<file path="src/core/run_cmd_consts.vh">
// Purpose: Shared constants for the run command input decoder.
// Assumes: 32-bit AXI4-Lite register words at byte offsets.
// Notes:   Timing figures are in their own units; cycle counts are derived.
`ifndef RUN_CMD_CONSTS_VH
`define RUN_CMD_CONSTS_VH

// Register byte offsets.
`define REG_CTRL_OFS        8'h00
`define REG_STATUS_OFS      8'h04
`define REG_INPUTS_OFS      8'h08

// Control register fields and reset value.
`define CTRL_RESTART_EN_BIT 0
`define CTRL_RESET_VAL      32'h00000000

// Status register fields.
`define ST_RUN_FWD_BIT      0
`define ST_RUN_REV_BIT      1
`define ST_JOG_BIT          2
`define ST_ALT_PARAM_BIT    3
`define ST_OUTPUT_OFF_BIT   4
`define ST_CUR_INPUT_BIT    5
`define ST_RESTART_ARM_BIT  6
`define ST_RUN_HELD_BIT     7
`define ST_SPEED_LSB        8

// AXI response codes.
`define RESP_OKAY           2'b00
`define RESP_SLVERR         2'b10

// Timing.
`define CLK_MHZ             250
`define DEBOUNCE_NS         10000
`define DEBOUNCE_CYCLES     ((`DEBOUNCE_NS * `CLK_MHZ + 999) / 1000)
`define SHUTOFF_MIN_MS      20
`define SHUTOFF_CYCLES      (`SHUTOFF_MIN_MS * `CLK_MHZ * 1000)

`endif

</file>
<file path="src/core/contact_debounce.v">
// Purpose: Synchronise one contact input and reject bounce.
// Assumes: Input is asynchronous to aclk.
// Notes:   Output follows the pin after CYCLES stable samples.
`timescale 1ns/1ps
`default_nettype none
module contact_debounce #(
    parameter         CNT_W  = 12,
    parameter [11:0]  CYCLES = 12'd2500
) (
    input  wire       aclk,
    input  wire       aresetn,
    input  wire       pin,
    output reg        level
);
    reg             sync1_reg;
    reg             sync2_reg;
    reg [CNT_W-1:0] cnt_reg;

    // Two-stage synchroniser; only the second stage feeds logic.
    always @(posedge aclk)
    begin
        if (!aresetn)
        begin
            sync1_reg <= 1'b0;
            sync2_reg <= 1'b0;
        end
        else
        begin
            sync1_reg <= pin;
            sync2_reg <= sync1_reg;
        end
    end

    // A differing sample must persist the whole window to be accepted.
    always @(posedge aclk)
    begin
        if (!aresetn)
        begin
            cnt_reg <= {CNT_W{1'b0}};
            level   <= 1'b0;
        end
        else if (sync2_reg == level)
            cnt_reg <= {CNT_W{1'b0}};
        else if (cnt_reg == CYCLES - 12'd1)
        begin
            cnt_reg <= {CNT_W{1'b0}};
            level   <= sync2_reg;
        end
        else
            cnt_reg <= cnt_reg + {{(CNT_W-1){1'b0}}, 1'b1};
    end
endmodule // contact_debounce
`default_nettype wire

</file>
<file path="src/core/hold_qualifier.v">
// Purpose: Assert a flag only after a level has been held long enough.
// Assumes: Input is already synchronous and debounced.
// Notes:   Flag drops in the cycle after the level drops.
`timescale 1ns/1ps
`default_nettype none
module hold_qualifier #(
    parameter         CNT_W  = 23,
    parameter integer CYCLES = 5000000
) (
    input  wire       aclk,
    input  wire       aresetn,
    input  wire       level,
    output reg        held
);
    // The last count is cut to the counter width on purpose.
    localparam integer     LAST_INT = CYCLES - 1;
    localparam [CNT_W-1:0] LAST     = LAST_INT[CNT_W-1:0];

    reg [CNT_W-1:0] cnt_reg;

    // Count the held time and saturate once it is reached.
    always @(posedge aclk)
    begin
        if (!aresetn)
        begin
            cnt_reg <= {CNT_W{1'b0}};
            held    <= 1'b0;
        end
        else if (!level)
        begin
            cnt_reg <= {CNT_W{1'b0}};
            held    <= 1'b0;
        end
        else if (cnt_reg == LAST)
            held    <= 1'b1;
        else
            cnt_reg <= cnt_reg + {{(CNT_W-1){1'b0}}, 1'b1};
    end
endmodule // hold_qualifier
`default_nettype wire

</file>
<file path="src/core/run_command_input_decoder.v">
// Purpose: Decode drive contact inputs into motor commands.
// Assumes: Pins are asynchronous; power_restored is a same-clock pulse.
// Notes:   Registers reached over AXI4-Lite, 32-bit aligned words.
//
// Added by the designer: the register addresses and register access over AXI4-Lite.
`timescale 1ns/1ps
`include "run_cmd_consts.vh"
`default_nettype none
module run_command_input_decoder #(
    parameter         ADDR_W         = 8,
    parameter integer SHUTOFF_CYCLES = `SHUTOFF_CYCLES
) (
    input  wire              aclk,
    input  wire              aresetn,
    // Contact inputs from the external controller.
    input  wire              forward_run_cmd,
    input  wire              reverse_run_cmd,
    input  wire              run_hold_select,
    input  wire              speed_select_high,
    input  wire              speed_select_mid,
    input  wire              speed_select_low,
    input  wire              jog_select,
    input  wire              second_param_set_select,
    input  wire              output_shutoff,
    input  wire              current_input_enable,
    input  wire              restart_enable,
    // Power return event from the supply monitor.
    input  wire              power_restored,
    // Commands to the motor control core.
    output reg               run_forward,
    output reg               run_reverse,
    output reg               stop_pulse,
    output reg               jog_mode,
    output reg  [2:0]        preset_speed,
    output reg               alt_param_set,
    output reg               output_off,
    output reg               select_current_input,
    output reg               restart_request,
    // AXI4-Lite slave.
    input  wire [ADDR_W-1:0] s_axi_awaddr,
    input  wire              s_axi_awvalid,
    output reg               s_axi_awready,
    input  wire [31:0]       s_axi_wdata,
    input  wire [3:0]        s_axi_wstrb,
    input  wire              s_axi_wvalid,
    output reg               s_axi_wready,
    output reg  [1:0]        s_axi_bresp,
    output reg               s_axi_bvalid,
    input  wire              s_axi_bready,
    input  wire [ADDR_W-1:0] s_axi_araddr,
    input  wire              s_axi_arvalid,
    output reg               s_axi_arready,
    output reg  [31:0]       s_axi_rdata,
    output reg  [1:0]        s_axi_rresp,
    output reg               s_axi_rvalid,
    input  wire              s_axi_rready
);
    // Positions of the contacts in the debounced vector.
    localparam integer N_IN  = 11;
    localparam integer I_FWD = 0;
    localparam integer I_REV = 1;
    localparam integer I_HLD = 2;
    localparam integer I_SPH = 3;
    localparam integer I_SPM = 4;
    localparam integer I_SPL = 5;
    localparam integer I_JOG = 6;
    localparam integer I_ALT = 7;
    localparam integer I_OFF = 8;
    localparam integer I_CUR = 9;
    localparam integer I_RST = 10;
    // The window is cut to the filter's counter width on purpose.
    localparam integer DB_INT    = `DEBOUNCE_CYCLES;
    localparam [11:0]  DB_CYCLES = DB_INT[11:0];

    wire [N_IN-1:0] pins;
    wire [N_IN-1:0] db;
    wire            shutoff_held;

    reg             fwd_prev_reg;
    reg             rev_prev_reg;
    reg             hold_fwd_reg;
    reg             hold_rev_reg;
    reg             hold_fwd_next;
    reg             hold_rev_next;
    reg             run_fwd_next;
    reg             run_rev_next;
    reg [31:0]      ctrl_reg;

    reg             aw_have_reg;
    reg             w_have_reg;
    reg [ADDR_W-1:0] aw_addr_reg;
    reg [31:0]      w_data_reg;
    reg [3:0]       w_strb_reg;
    reg [31:0]      rdata_next;
    reg [1:0]       rresp_next;

    wire            fwd_rise;
    wire            rev_rise;
    wire            restart_armed;
    wire            do_write;

    assign pins = {restart_enable, current_input_enable, output_shutoff,
                   second_param_set_select, jog_select, speed_select_low,
                   speed_select_mid, speed_select_high, run_hold_select,
                   reverse_run_cmd, forward_run_cmd};

    // Every contact gets its own synchroniser and bounce filter.
    genvar gi;
    generate
        for (gi = 0; gi < N_IN; gi = gi + 1)
        begin : g_db
            contact_debounce #(
                .CNT_W  (12),
                .CYCLES (DB_CYCLES)
            ) u_db (
                .aclk    (aclk),
                .aresetn (aresetn),
                .pin     (pins[gi]),
                .level   (db[gi])
            );
        end
    endgenerate

    // Short shutoff pulses are treated as noise, not as a command.
    hold_qualifier #(
        .CNT_W  (23),
        .CYCLES (SHUTOFF_CYCLES)
    ) u_shutoff (
        .aclk    (aclk),
        .aresetn (aresetn),
        .level   (db[I_OFF]),
        .held    (shutoff_held)
    );

    assign fwd_rise = db[I_FWD] & ~fwd_prev_reg;
    assign rev_rise = db[I_REV] & ~rev_prev_reg;

    // The hold latch keeps the last momentary run direction while the
    // hold select is on, unless both run contacts close at once; dropping
    // hold select releases it, which is how a three-wire stop button works.
    always @*
    begin
        hold_fwd_next = hold_fwd_reg;
        hold_rev_next = hold_rev_reg;
        if (!db[I_HLD] || (db[I_FWD] && db[I_REV]))
        begin
            hold_fwd_next = 1'b0;
            hold_rev_next = 1'b0;
        end
        else if (fwd_rise)
        begin
            hold_fwd_next = 1'b1;
            hold_rev_next = 1'b0;
        end
        else if (rev_rise)
        begin
            hold_fwd_next = 1'b0;
            hold_rev_next = 1'b1;
        end
    end

    // Direction decode; both directions at once decode to stop.
    always @*
    begin
        run_fwd_next = (db[I_FWD] | hold_fwd_next)
                     & ~(db[I_REV] | hold_rev_next);
        run_rev_next = (db[I_REV] | hold_rev_next)
                     & ~(db[I_FWD] | hold_fwd_next);
    end

    assign restart_armed = db[I_RST] & ctrl_reg[`CTRL_RESTART_EN_BIT];

    // Command outputs, all registered.
    always @(posedge aclk)
    begin
        if (!aresetn)
        begin
            fwd_prev_reg         <= 1'b0;
            rev_prev_reg         <= 1'b0;
            hold_fwd_reg         <= 1'b0;
            hold_rev_reg         <= 1'b0;
            run_forward          <= 1'b0;
            run_reverse          <= 1'b0;
            stop_pulse           <= 1'b0;
            jog_mode             <= 1'b0;
            preset_speed         <= 3'h0;
            alt_param_set        <= 1'b0;
            output_off           <= 1'b0;
            select_current_input <= 1'b0;
            restart_request      <= 1'b0;
        end
        else
        begin
            fwd_prev_reg  <= db[I_FWD];
            rev_prev_reg  <= db[I_REV];
            hold_fwd_reg  <= hold_fwd_next;
            hold_rev_reg  <= hold_rev_next;
            run_forward   <= run_fwd_next;
            run_reverse   <= run_rev_next;
            // One pulse whenever running ends, except when reset ends it.
            stop_pulse    <= (run_forward | run_reverse)
                           & ~(run_fwd_next | run_rev_next);
            // Jog is only meaningful once a run direction is given.
            jog_mode      <= db[I_JOG] & (run_fwd_next | run_rev_next);
            preset_speed  <= {db[I_SPH], db[I_SPM], db[I_SPL]};
            alt_param_set <= db[I_ALT];
            output_off    <= shutoff_held;
            select_current_input <= db[I_CUR];
            restart_request <= power_restored & restart_armed;
        end
    end

    assign do_write = aw_have_reg & w_have_reg & ~s_axi_bvalid;

    // Write channel: address and data are taken in either order and the
    // response follows once both are in hand.
    always @(posedge aclk)
    begin
        if (!aresetn)
        begin
            s_axi_awready <= 1'b1;
            s_axi_wready  <= 1'b1;
            aw_have_reg   <= 1'b0;
            w_have_reg    <= 1'b0;
            aw_addr_reg   <= {ADDR_W{1'b0}};
            w_data_reg    <= 32'h00000000;
            w_strb_reg    <= 4'h0;
            s_axi_bvalid  <= 1'b0;
            s_axi_bresp   <= `RESP_OKAY;
            ctrl_reg      <= `CTRL_RESET_VAL;
        end
        else
        begin
            if (s_axi_awvalid && s_axi_awready)
            begin
                aw_have_reg   <= 1'b1;
                aw_addr_reg   <= s_axi_awaddr;
                s_axi_awready <= 1'b0;
            end
            if (s_axi_wvalid && s_axi_wready)
            begin
                w_have_reg   <= 1'b1;
                w_data_reg   <= s_axi_wdata;
                w_strb_reg   <= s_axi_wstrb;
                s_axi_wready <= 1'b0;
            end
            if (do_write)
            begin
                aw_have_reg  <= 1'b0;
                w_have_reg   <= 1'b0;
                s_axi_bvalid <= 1'b1;
                if (aw_addr_reg[7:0] == `REG_CTRL_OFS)
                begin
                    s_axi_bresp <= `RESP_OKAY;
                    if (w_strb_reg[0])
                        ctrl_reg[`CTRL_RESTART_EN_BIT] <=
                            w_data_reg[`CTRL_RESTART_EN_BIT];
                end
                else if (aw_addr_reg[7:0] == `REG_STATUS_OFS ||
                         aw_addr_reg[7:0] == `REG_INPUTS_OFS)
                    s_axi_bresp <= `RESP_OKAY;
                else
                    s_axi_bresp <= `RESP_SLVERR;
            end
            // Ready again only after the response is taken, so that at
            // most one write is in flight.
            if (s_axi_bvalid && s_axi_bready)
            begin
                s_axi_bvalid  <= 1'b0;
                s_axi_awready <= 1'b1;
                s_axi_wready  <= 1'b1;
            end
        end
    end

    // Read data mux; unmapped words read zero with an error response.
    always @*
    begin
        rdata_next = 32'h00000000;
        rresp_next = `RESP_OKAY;
        case (s_axi_araddr[7:0])
            `REG_CTRL_OFS:
                rdata_next = ctrl_reg;
            `REG_STATUS_OFS:
            begin
                rdata_next[`ST_RUN_FWD_BIT]     = run_forward;
                rdata_next[`ST_RUN_REV_BIT]     = run_reverse;
                rdata_next[`ST_JOG_BIT]         = jog_mode;
                rdata_next[`ST_ALT_PARAM_BIT]   = alt_param_set;
                rdata_next[`ST_OUTPUT_OFF_BIT]  = output_off;
                rdata_next[`ST_CUR_INPUT_BIT]   = select_current_input;
                rdata_next[`ST_RESTART_ARM_BIT] = restart_armed;
                rdata_next[`ST_RUN_HELD_BIT]    = hold_fwd_reg | hold_rev_reg;
                rdata_next[`ST_SPEED_LSB+2:`ST_SPEED_LSB] = preset_speed;
            end
            `REG_INPUTS_OFS:
                rdata_next[N_IN-1:0] = db;
            default:
                rresp_next = `RESP_SLVERR;
        endcase
    end

    // Read channel: data is captured at the address handshake.
    always @(posedge aclk)
    begin
        if (!aresetn)
        begin
            s_axi_arready <= 1'b1;
            s_axi_rvalid  <= 1'b0;
            s_axi_rdata   <= 32'h00000000;
            s_axi_rresp   <= `RESP_OKAY;
        end
        else if (s_axi_arvalid && s_axi_arready)
        begin
            s_axi_arready <= 1'b0;
            s_axi_rvalid  <= 1'b1;
            s_axi_rdata   <= rdata_next;
            s_axi_rresp   <= rresp_next;
        end
        else if (s_axi_rvalid && s_axi_rready)
        begin
            s_axi_rvalid  <= 1'b0;
            s_axi_arready <= 1'b1;
        end
    end
endmodule // run_command_input_decoder
`default_nettype wire

</file>
<file path="config.mk">
export PLATFORM = sky130hd
export DESIGN_NAME = run_command_input_decoder
export DESIGN_NICKNAME = d
export VERILOG_FILES = /design/src/core/contact_debounce.v /design/src/core/hold_qualifier.v /design/src/core/run_command_input_decoder.v
export VERILOG_INCLUDE_DIRS = /design/src /design/src/core
export SDC_FILE = /design/constraint.sdc
export NUM_CORES = 1
export LEC_CHECK = 0
export BUFFER_PORTS_ARGS = -buffer_cell sky130_fd_sc_hd__buf_2
export CAP_MARGIN = 20
export CORE_MARGIN = 4
export CORE_UTILIZATION = 52
export DETAILED_ROUTE_END_ITERATION = 10
export GPL_TIMING_DRIVEN = 1
export PLACE_DENSITY = 0.79
export SLEW_MARGIN = 25
export SYNTH_ARGS = -nofsm -noshare
export SYNTH_HDL_FRONTEND = slang
export SYNTH_SLANG_ARGS = --single-unit
</file>
<file path="constraint.sdc">
create_clock -name aclk -period 1.8 [get_ports aclk]
set_input_delay 0.27 -clock aclk [delete_from_list [all_inputs] [get_ports aclk]]
set_output_delay 0.27 -clock aclk [all_outputs]
set_load 0.01 [all_outputs]
</file>
After elaboration in Yosys (flattened, before gate mapping):

Cells that the tools add are included.

* add/sub/neg operators: 12
* equality and inequality tests: 27
* multiplexer cells: 14
* bitwise logic cells: 33
* reductions and logical operators: 39

Operator list (count)
* adder 12 x 1 -> 12 bit, second input constant: 11
* equality test 12 bit, second input constant: 11
* OR reduction 3 bit: 12
* case mux 11 bit (3 select lines): 1
* AND reduction 2 bit: 12
* adder 23 x 1 -> 23 bit, second input constant: 1
* equality test 23 bit, second input constant: 1
* inverter 1 bit: 18
* equality test 8 x 3 -> 1 bit, second input constant: 2
* equality test 8 x 4 -> 1 bit, second input constant: 2
* zero test 8 bit: 2
* equality test 1 bit: 11
* bitwise AND 1 bit: 10
* two-way mux 1 bit: 10
* logical AND 1 bit: 6
* two-way mux 2 bit: 3
* bitwise OR 1 bit: 5
* OR reduction 2 bit: 2
* AND reduction 3 bit: 1
* logical OR 1 bit: 2
* nonzero test 2 bit: 1
* zero test 1 bit: 1

* bits in registers: 237
* bits of input ports: 71
* output and inout bits: 52
* word-level logic and storage cells: 198

Logic depth before layout (Yosys ltp):

Gate-level depths: netlist of the first run.

* depth after elaboration: 11
* mapped depth: 7
* mapped depth without buffers: 6

By module:

From an unflattened synthesis of the first run, not the netlist that was laid out.

* cell total of the unflattened synthesis: 1118
* area total of the unflattened synthesis: 10652.7 um2

Modules (own cells, without submodules)
* contact_debounce (g_db[0].u_db ...): times used 10, cells an instance 69, area each 680.7 um2, seq. area each 300.3 um2
* run_command_input_decoder: times used 1, cells an instance 214, area each 1956.9 um2, seq. area each 920.9 um2
* hold_qualifier: times used 1, cells an instance 145, area each 1212.4 um2, seq. area each 480.5 um2
* contact_debounce (g_db[8].u_db): times used 1, cells an instance 69, area each 676.9 um2, seq. area each 300.3 um2

Worst setup path before layout of the first run:

Ideal clock, no wire load.

* kind: register -> register
* start point: reg g_db[5].u_db.cnt_reg[0]
* end point: reg g_db[5].u_db.cnt_reg[11]
* setup time: 115 ps
* data arrival time: 1639 ps
* data required time: 1685 ps
* setup slack: 46 ps
* cell stages (with the launch flop): 7
* path buffers: 1
* clock period less this slack: 1754 ps
* cell sequence: dfxtp_1 ha_1 or4b_1 or3_4 nand3_2 buf_6 nor2_1

* word-level cells in the longest chain between the ends: 2
* elaborated cells between the ends (all ways): 3
* classes of those cells: add/sub (1); eq/ne (1); reduce/logical (1)

Ends and longest elaborated chain
* from (decl): RTL line contact_debounce.v:17 `reg [CNT_W-1:0] cnt_reg;`
* from (signal assigned): RTL line contact_debounce.v:39 `cnt_reg <= {CNT_W{1'b0}};`
* from (signal assigned): RTL line contact_debounce.v:43 `cnt_reg <= {CNT_W{1'b0}};`
* from (signal assigned): RTL line contact_debounce.v:46 `cnt_reg <= {CNT_W{1'b0}};`
* branches (longest 2 deep; another with adder 12 x 1 -> 12 bit)

Several ways; the timed one is not identified.
A chain may end at the register's enable or synchronous reset.

Final worst setup path of the first run:

* start point: reg g_db[5].u_db.cnt_reg[1]
* end point: reg g_db[5].u_db.level

* word-level cells in the longest chain between the ends: 2

Ends and longest elaborated chain
* equality test 12 bit: RTL line contact_debounce.v:44 `else if (cnt_reg == CYCLES - 12'd1)`
* AND reduction 2 bit (no line)
* to (signal assigned): RTL line contact_debounce.v:47 `level <= sync2_reg;`
* to (decl): RTL line contact_debounce.v:13 `output reg level`

No other way between the ends.

==> results of run 1 <==
## worst max-delay path by stage
stage / startpoint / endpoint / cells after the start
2_1_floorplan: g_db[5].u_db.cnt_reg[0] / g_db[5].u_db.cnt_reg[11] / 6
3_3_place_gp: g_db[5].u_db.cnt_reg[1] / g_db[5].u_db.cnt_reg[7] / 5
3_5_place_dp: g_db[5].u_db.cnt_reg[1] / g_db[5].u_db.cnt_reg[6] / 5
4_1_cts: g_db[5].u_db.cnt_reg[1] / g_db[5].u_db.cnt_reg[9] / 5
5_1_grt: g_db[0].u_db.level / jog_mode / 6
6_report: g_db[5].u_db.cnt_reg[1] / g_db[5].u_db.level / 5
## per-layer routing
layer  GRT usage  share of wire  up-vias
met2       0.307           0.48      126
met3      0.0324          0.034       36
met1       0.234           0.46     3595
li1            -              -     3917
met5           0              0        -
met4      0.0494          0.023        0
## final cells by class
class                   instances  area (um^2)  area share
inverters                      23         86.3     0.00750
multi-input cells             801         4830       0.420
clock inverters                12          220      0.0191
flip-flops and latches        235         4710       0.409
clock buffers                  31          688      0.0598
well taps                     234          293      0.0254
repair buffers                108          686      0.0596
## tightest hold or removal path: stages
cell and delay (ps):
buf_2 90, nand3_1 60, a21oi_1 50
## power breakdown
group	internal [uW]	switching [uW]	total, uW
registers	5260	39.2	5300
clock network	3560	2010	5570
logic	121	173	293
total	8940	2220	11200
## cells by family after synthesis
| family | count (synthesis) | synth area share |
|---|---|---|
| AOI/OAI and AO/OA | 101 | 0.0598 |
| xor gates and xnor gates | 118 | 0.105 |
| and+or+nand+nor | 530 | 0.278 |
| other | 1 | 0.000381 |
| muxes | 15 | 0.0152 |
| DFF | 235 | 0.478 |
| buffers and inverters | 91 | 0.0459 |
| adders and majority gates | 14 | 0.0178 |
## what timing repair did
action                                  in CTS  in global routing
endpoints found under the hold margin       14                  0
resized for setup                            1                 13
cloned                                       0                  0
endpoints found under the setup margin      12                 62
hold buffers                                15                  0
pin swaps                                    0                  1
## placed cells by master, fill, tap and decap left out, types with 5 or more instances in the layout
cell type,n
buf_4,28
nor4bb_1,7
dfxtp_1,233
o31ai_1,5
nor3_1,31
ha_1,13
xnor2_1,54
dlygate4sd3_1,15
nand2b_1,9
xor2_1,64
and3_1,15
nand3_1,77
clkbuf_16,25
mux2i_1,14
bufinv_16,6
nand4_1,36
and4_1,12
or3_1,11
o21ai_0,31
conb_1,23
buf_2,65
nor4_1,11
a22oi_1,8
nand2_1,74
a21oi_1,41
nor4b_1,6
nor2_1,162
and2_1,47
or4_1,5
inv_1,23
## stage by stage
stage | setup slack [ps] | utilization
after floorplan | 46.3 | -
after global placement | 87.6 | 0.558
after detailed placement | -23.6 | 0.558
after CTS | 3.39 | 0.615
after global routing | 0.0493 | 0.618
final | 78.1 | 0.618
==> summary.txt, run 1 <==
Outcome
  • Outcome: completed

Global routing
  • Initial antenna violation count: 0
  • Vias in the first global route: 7,295
  • First-pass GRT wire length: 33,300 um
  • Global Route Usage Sum: 0.179
  • Largest net degree at the start of global routing: 16
  • Total gr overflow: 0

Final layout
  • Share of layout cells above drive strength 1: 0.125
  • Nets: 1,278
  • Post-route insts no fill: 1,444
  • FILL cells: 1,504
  • Largest register FFs: 132
  • Non-Filler Cell Area, Final: 11,500 um^2
  • Area Growth Syn to Fin: 16.9%
  • Ant. Diodes: 0

Route
  • Post-DRT Antenna Nets: 0
  • Initial DRC Count: 347
  • Avg Vias per Cell: 5.31
  • Routed via count: 7,674
  • Routed wire per std cell: 13.5 um
  • Routed wire length: 19,500 um
  • # DRC: 0
  • Detailed Routing Iterations Pass 1: 5

Timing
  • Final hold violation count: 0
  • Final period util: 0.957
  • Setup repair after global routing missed its margin: false
  • Final clock skew: 13.9 ps
  • Rel. slew slack: 0.665
  • Worst-margin pin slew: 501 ps
  • Final setup viols: 0
  • Slew Limit Fails: 0
  • Maximum clock frequency: 581 MHz
  • Hold WS: 13.0 ps
  • Min cycle time layout: 1720 ps
  • Setup TNS: 0 ps

Floorplan
  • Die height: 146 um
  • Chip Width: 146 um
  • Starting Density: 0.528
  • Num rows: 50
  • Die ar.: 21,200 um^2
  • I/O pins: 123
  • Core Area: 18,600 um^2

Clock network
  • Reg clk slew, reported paths: 60 ps
  • Clock Latency Late Sink: 510 ps
  • CTS tree: done
  • Post-CTS setup buffer count: 0
  • H-tree levels: 1
  • CTS Root Cell: clkbuf_16
  • Clk buf depth: 3
  • Total CTS buffers: 24
  • Sink Count: 235

Synthesis
  • Synth Register Bits: 235
  • Gate Count Post-Synth: 1,105
  • Post-Syn Area per Cell: 8.91 um^2
  • Synth top cells by count: dfxtp_1 (235), nor2_1 (162), nand3_1 (81), nand2_1 (74), xor2_1 (64)
  • Most frequently used cell type in the post-synthesis netlist: dfxtp_1
  • Ys flop type: dfxtp_1
  • Cell Area, Synth: 9850 um^2
  • Area contributors post-synth: dfxtp_1 (48%), nor2_1 (6.2%), xor2_1 (5.7%)
  • Top cell type by total area after synthesis: dfxtp_1
  • Seq/Total Area, Yosys: 0.478
  • Synth warn: 0
  • Post-synthesis async set-or-reset flop share: 0
  • Share of the synthesized area in the top cell type: 0.478
  • Cell variety after synth: 51
  • EDFF count, synth: 0

Placed design
  • Buffers added on ports: 65
  • Placed Area: 10,400 um^2
  • Routability cong.: 0.807
  • HPWL Detailed: 13,200 um
  • Placed cells: 1,386

Setup path
  • Crit path required time: 2180 ps
  • Setup crit end kind: flop
  • CP Max Fanout: 3
  • Worst path arrival time: 2110 ps
  • Critical path cell sequence: ha_4 -> or4b_4 -> or3_4 -> mux2i_2 -> nor2_1
  • Max stage delay on crit path: 450 ps
  • Crit Path Class: flop to flop
  • Worst-case reg-to-reg path depth: 5
  • Buf/Inv on CP: 0
  • RR Startpoint: g_db[5].u_db.cnt_reg[1]
  • Crit start category: flop
  • Largest delay contributor family on the critical path: simple AND/OR/NAND/NOR gates
  • R2R Setup Slk: 80 ps
  • Slowest-stage cell, CP: or4b_4
  • Reg2reg end: g_db[5].u_db.level

Power
  • PwrDens: 969 nW/um^2
  • Leakage Power: 0.00426 uW
  • Max IR drop VDD: 0.809 mV
  • Total chip power: 11,200 uW

Min path
  • Min-delay src: s_axi_awaddr[6]
  • Hold EP: aw_addr_reg[6]
  • Hold depth: 3
  • Worst min-delay path class: primary input to flop

Flow run
  • Max-cap viol count: 0
(Power assumes the default switching activity.)
==> run 2, diff against run 1 <==
Settings changed: CORE_MARGIN 4 to not set, CORE_UTILIZATION 52 to 58, PLACE_DENSITY 0.79 to 0.83.
Clock period 1.8 ns to 1.7 ns, I/O delays scaled along.
==> run 2 against run 1 <==
Critical endpoint is now g_db[1].u_db.level. Highest routed layer unchanged. Sequential share of layout area decreased by 0.30 points. The flow now finishes with violations (setup timing). Worst setup slack got worse by 100 ps. Sequential cell count unchanged.
==> summary.txt, run 2 (synthesis results as in run 1) <==
Setup path
  • Crit start category: flop
  • Setup crit end kind: flop
  • CP Max Fanout: 2 (-1)
  • Critical path cell sequence: ha_4 -> or4b_4 -> or3_4 -> mux2i_1 -> nor2_1
  • Max stage delay on crit path: 460 ps (about the same)
  • Crit Path Class: flop to flop
  • Reg2reg end: g_db[1].u_db.level
  • R2R Setup Slk: -20 ps (-100 ps)
  • Setup crit start: g_db[1].u_db.cnt_reg[1]
  • Worst path arrival time: 2090 ps (-20 ps)
  • Worst-case reg-to-reg path depth: 5 (unchanged)
  • Slowest-stage cell, CP: or4b_4
  • RR Startpoint: g_db[1].u_db.cnt_reg[1]
  • Crit path required time: 2070 ps (-110 ps)

Power
  • Max IR drop VDD: 0.717 mV (-11%)
  • Leakage Power: 0.00431 uW (+1.2%)
  • PwrDens: 974 nW/um^2 (+0.54%)

Timing
  • Slew Limit Fails: 0 (unchanged)
  • Final hold violation count: 0 (unchanged)
  • Min cycle time layout: 1720 ps (+2.48 ps)
  • Worst Setup Slack, final: -24.3 ps (-102 ps)
  • Final period util: 1.01 (+0.0577)
  • Final clock skew: 23.1 ps (+9.18 ps)
  • Final setup viols: 1 (+1)
  • Maximum clock frequency: 580 MHz (-0.14%)
  • Rel. slew slack: 0.560 (-0.105)
  • Setup TNS: -24.3 ps (-24.3 ps)
  • Worst-margin pin slew: 659 ps (+158 ps)
  • Setup repair after global routing missed its margin: true

Clock network
  • H-tree levels: 1 (unchanged)
  • CTS Root Cell: clkbuf_16
  • Post-CTS setup buffer count: 0 (unchanged)
  • Reg clk slew, reported paths: 60 ps (about the same)
  • Clock Latency Late Sink: 530 ps (+20 ps)
  • Clk buf depth: 3 (unchanged)
  • CTS tree: done
  • Sink Count: 235 (unchanged)
  • Total CTS buffers: 24 (unchanged)

Route
  • Routed wire length: 20,800 um (+6.9%)
  • Routed wire per std cell: 14.4 um (+6.4%)
  • # DRC: 0 (unchanged)
  • Post-DRT Antenna Nets: 0 (unchanged)
  • Avg Vias per Cell: 5.47 (+2.9%)
  • Routed via count: 7,929 (+3.3%)
  • Detailed Routing Iterations Pass 1: 5 (unchanged)
  • Initial DRC Count: 591 (+70%)

Placed design
  • Routability cong.: 0.849 (+5.2%)
  • Buffers added on ports: 65 (unchanged)
  • Placed Area: 10,500 um^2 (+0.81%)
  • HPWL Detailed: 13,600 um (+3.2%)
  • Place WS: -26.0 ps (-2.42 ps)

Global routing
  • Vias in the first global route: 7,532 (+3.2%)
  • Total gr overflow: 0 (unchanged)
  • First-pass GRT wire length: 34,800 um (+4.3%)
  • Initial antenna violation count: 0 (unchanged)
  • Global Route Usage Sum: 0.238 (+0.0588)
  • Largest net degree at the start of global routing: 35 (+19)

Floorplan
  • I/O pins: 123 (unchanged)
  • Die ar.: 17,500 um^2 (-17%)
  • Num rows: 47 (-6.0%)
  • Chip Width: 132 um (-9.1%)
  • Die height: 132 um (-9.1%)
  • Starting Density: 0.594 (+0.0656)
  • Core Area: 16,600 um^2 (-11%)

Final layout
  • Nets: 1,298 (+1.6%)
  • Ant. Diodes: 0 (unchanged)
  • Most frequent cells in the layout: dfxtp_1 (230), nor2_1 (162), nand3_1 (76)
  • Post-Route Utilization: 0.700 (+0.0824)
  • Largest register FFs: 132 (unchanged)
  • Share of layout cells above drive strength 1: 0.136 (+0.0110)
  • Commonest non-fill, non-tap cell in the layout: dfxtp_1
  • Non-Filler Cell Area, Final: 11,600 um^2 (+0.82%)
  • Area Growth Syn to Fin: 17.8%

Min path
  • Min-delay src: s_axi_wdata[0]
  • Hold EP: w_data_reg[0]
  • Hold depth: 3 (unchanged)
  • Worst min-delay path class: primary input to flop

Flow run
  • Max-cap viol count: 0 (unchanged)

Outcome
  • Outcome: finished with violations
  • Violated checks: setup timing
-- run 2: cell type report --
| cell class | instances | area, um^2 |
|---|---|---|
| multi-input cells | 802 | 4870 |
| well taps | 220 | 275 |
| clock buffers | 32 | 661 |
| inverters | 23 | 86.3 |
| flip-flops and latches | 235 | 4710 |
| fillers | 1220 | 4980 |
| repair buffers | 127 | 852 |
| clock inverters | 11 | 153 |
-- run 2: stage by stage --
stage               cells  power, uW  hold slack, ps
floorplan            1127       5930             355
global placement     1383       6000             415
detailed placement   1383       6010             418
CTS                  1449      11400           0.465
global route         1450      11700            15.7
finish               1450      11300            11.8
-- run 2: timing repair --
action,CTS,global route
gates cloned,0,1
pin swaps,1,6
resized for setup,3,15
hold buffers,23,0
endpoints found under the setup margin,25,73
endpoints found under the hold margin,22,0
-- run 2: critical path: cells and delay by family (launching register included) --
kind          cells  cell delay, ps
flops             1             350
fa+ha+maj         1             140
mux               1             180
simple gates      3             920
-- run 2: worst max path at each step --
stage | to | slack [ps] | depth (start not counted)
final | g_db[1].u_db.level | -20 | 5
after global routing | g_db[1].u_db.level | -60 | 5
after CTS | g_db[1].u_db.cnt_reg[6] | -0.6 | 5
after detailed placement | g_db[5].u_db.cnt_reg[5] | -30 | 5
after global placement | g_db[1].u_db.cnt_reg[10] | -0.5 | 5
after floorplan | g_db[5].u_db.cnt_reg[11] | 7 | 6
-- run 2: metal layers --
metal | wire length, um | GRT usage | vias up | part of all wire
li1 | - | - | 3955 | -
met4 | 482 | 0.0824 | 0 | 0.023
met2 | 10100 | 0.412 | 208 | 0.49
met5 | 0 | 0 | - | 0
met3 | 984 | 0.0381 | 41 | 0.047
met1 | 9240 | 0.301 | 3725 | 0.44
-- run 2: power by group --
group	internal [uW]	total [uW]	switching (uW)	leakage, uW
clock	3200	5360	2160	0.000401
sequential	5570	5610	42.6	0.00190
combinational	142	334	192	0.00201
total	8910	11300	2390	0.00431
==> run 3, diff against run 2 <==
Settings changed: CORE_UTILIZATION 58 to 62, PLACE_DENSITY 0.83 to 0.87.
Clock period 1.7 ns to 2.2 ns, I/O delays scaled along.
==> run 3 against run 2 <==
The flow now finishes without violations. Global-route usage barely moved. Die area fell by 6.4%. Core utilization rose by 1.3 points. Sequential power fell by 23%. Clock power fell by 30%. Worst setup slack improved by 330 ps. Critical path depth did not move. Sequential cell count did not move. Sequential share of layout area rose by 2.4 points. Register-to-register slack improved by 330 ps.
==> summary.txt, run 3 (synthesis results as in run 1) <==
Placed design
  • Buffers added on ports: 65 (unchanged)
  • HPWL Detailed: 12,800 um (-6.2%)
  • Routability cong.: 0.810 (-4.6%)

Setup path
  • RR Startpoint: g_db[5].u_db.cnt_reg[0]
  • Crit start category: flop
  • Setup crit end kind: flop
  • Critical path cell sequence: ha_1 -> or4b_1 -> or3_4 -> nand3_2 -> nor2_1
  • Crit Path Class: flop to flop
  • Crit path required time: 2580 ps (+510 ps)
  • Slowest-stage cell, CP: or4b_1
  • Setup crit start: g_db[5].u_db.cnt_reg[0]
  • R2R Setup Slk: 310 ps (+330 ps)
  • Worst path arrival time: 2270 ps (+180 ps)
  • CP Max Fanout: 12 (+10)
  • Max stage delay on crit path: 450 ps (about the same)

Final layout
  • Largest register FFs: 132 (unchanged)
  • Commonest non-fill, non-tap cell in the layout: dfxtp_1
  • FILL cells: 1,107 (-9.3%)
  • Nets: 1,243 (-4.2%)
  • Post-Route Utilization: 0.713 (+0.0126)
  • Ant. Diodes: 0 (unchanged)
  • Most frequent cells in the layout: dfxtp_1 (235), nor2_1 (162), nand3_1 (81)
  • Area Growth Syn to Fin: 11.2%
  • Share of layout cells above drive strength 1: 0.101 (-0.0352)

Outcome
  • Outcome: completed

Power
  • Comb power frac: 0.025 (-0.004)
  • PwrDens: 757 nW/um^2 (-22%)
  • Clk pwr share: 0.452 (-0.022)
  • NetSw: 1720 uW (-28%)
  • Int Pwr: 6570 uW (-26%)
  • Leakage Power: 0.00403 uW (-6.5%)
  • Total chip power: 8290 uW (-27%)
  • Max IR drop VDD: 0.704 mV (-1.8%)
  • Switching part of the total: 0.207 (-0.00443)
  • Flop pwr share: 0.523 (+0.027)

Timing
  • Rel. slew slack: 0.451 (-0.109)
  • Final period util: 0.859 (-0.155)
  • Setup repair after global routing missed its margin: false
  • Min cycle time layout: 1890 ps (+166 ps)
  • Final hold violation count: 0 (unchanged)
  • Hold WS: 36.5 ps (+24.8 ps)
  • Setup TNS: 0 ps (+24.3 ps)
  • Worst-margin pin slew: 822 ps (+163 ps)
  • Slew Limit Fails: 0 (unchanged)
  • Final setup viols: 0 (-1)
  • Final clock skew: 6.40 ps (-16.7 ps)
  • Maximum clock frequency: 529 MHz (-8.8%)

Clock network
  • Reg clk slew, reported paths: 60 ps (about the same)
  • # resized after CTS: 0 (-3)
  • CTS Root Cell: clkbuf_16
  • Clk buf depth: 3 (unchanged)
  • Post-CTS setup buffer count: 0 (unchanged)
  • Total CTS buffers: 23 (-4.2%)
  • H-tree levels: 1 (unchanged)
  • Sink Count: 235 (unchanged)
  • CTS tree: done
  • Cts hold-fix bufs: 0 (-100%)
  • Clock Latency Late Sink: 500 ps (-30 ps)

Route
  • # DRC: 0 (unchanged)
  • Avg Vias per Cell: 5.63 (+3.0%)
  • Post-DRT Antenna Nets: 0 (unchanged)
  • Detailed Routing Iterations Pass 1: 5 (unchanged)
  • Routed wire length: 19,500 um (-6.6%)
  • Routed wire per std cell: 14.1 um (-2.2%)
  • Initial DRC Count: 443 (-25%)
  • Routed via count: 7,792 (-1.7%)

Min path
  • Worst min-delay path class: primary input to flop
  • Min-delay src: output_shutoff

Flow run
  • Max-cap viol count: 0 (unchanged)

Global routing
  • Total gr overflow: 0 (unchanged)
  • Vias in the first global route: 7,164 (-4.9%)
  • First-pass GRT wire length: 32,300 um (-7.1%)
  • Global Route Usage Sum: 0.239 (+0.000444)
  • Initial antenna violation count: 0 (unchanged)
  • Largest net degree at the start of global routing: 26 (-26%)

Floorplan
  • Die height: 128 um (-3.2%)
  • Num rows: 45 (-4.3%)
  • Starting Density: 0.641 (+0.0468)
  • Die ar.: 16,400 um^2 (-6.4%)
  • Chip Width: 128 um (-3.2%)
  • I/O pins: 123 (unchanged)
  • Core Area: 15,400 um^2 (-7.3%)
run 3: changes by cell type in the layout (fill, tap and decap cells not counted), sizes merged:
cell	delta
dlygate4sd3	-23
clkinvlp	+1
nand3	-1
clkbuf	-2
bufinv	-2
buf	-30
run 3: power groups by stage:
stage / logic (uW) / clock network (uW) / registers, uW
floorplan: 158 / 0 / 4420
global placement: 199 / 0 / 4430
detailed placement: 203 / 0 / 4430
CTS: 207 / 3810 / 4330
global route: 233 / 4000 / 4340
finish: 207 / 3750 / 4330
run 3: final cells by class:
type / instances / area, um^2 / area share
Multi-Input combinational cell: 801 / 4780 / 0.436
Sequential cell: 235 / 4700 / 0.430
Clock buffer: 30 / 652 / 0.0595
Timing Repair Buffer: 74 / 393 / 0.0359
Tap cell: 211 / 264 / 0.0241
Inverter: 23 / 86.3 / 0.00788
Clock inverter: 10 / 77.6 / 0.00708
run 3: metrics by stage:
stage | instances | setup slack [ps] | cell area (um^2)
4_1_cts | 1384 | 300 | 11000
5_1_grt | 1384 | 202 | 11000
6_report | 1384 | 309 | 11000
3_3_place_gp | 1344 | 378 | 10200
3_5_place_dp | 1344 | 324 | 10200
2_1_floorplan | 1127 | 446 | 9930
run 3: final timing paths:
path	end	depth (start not counted)
setup / recovery	g_db[5].u_db.cnt_reg[10]	5
hold reg to reg	g_db[1].u_db.sync2_reg	1
hold / removal	g_db[8].u_db.sync1_reg	2
setup reg to reg	g_db[5].u_db.cnt_reg[10]	5
run 3: critical path, delay by kind of cell, from the launching register on:
kind / cells / cell delay [ps]
simple gates: 4 / 1170
flops: 1 / 360
fa+ha+maj: 1 / 230
run 3: layer usage:
metal	vias to the layer above	global-route usage	share of wire
li1	3840	-	-
met1	3713	0.296	0.44
met2	187	0.420	0.49
met3	52	0.0342	0.038
met4	0	0.0886	0.030
met5	-	0	0
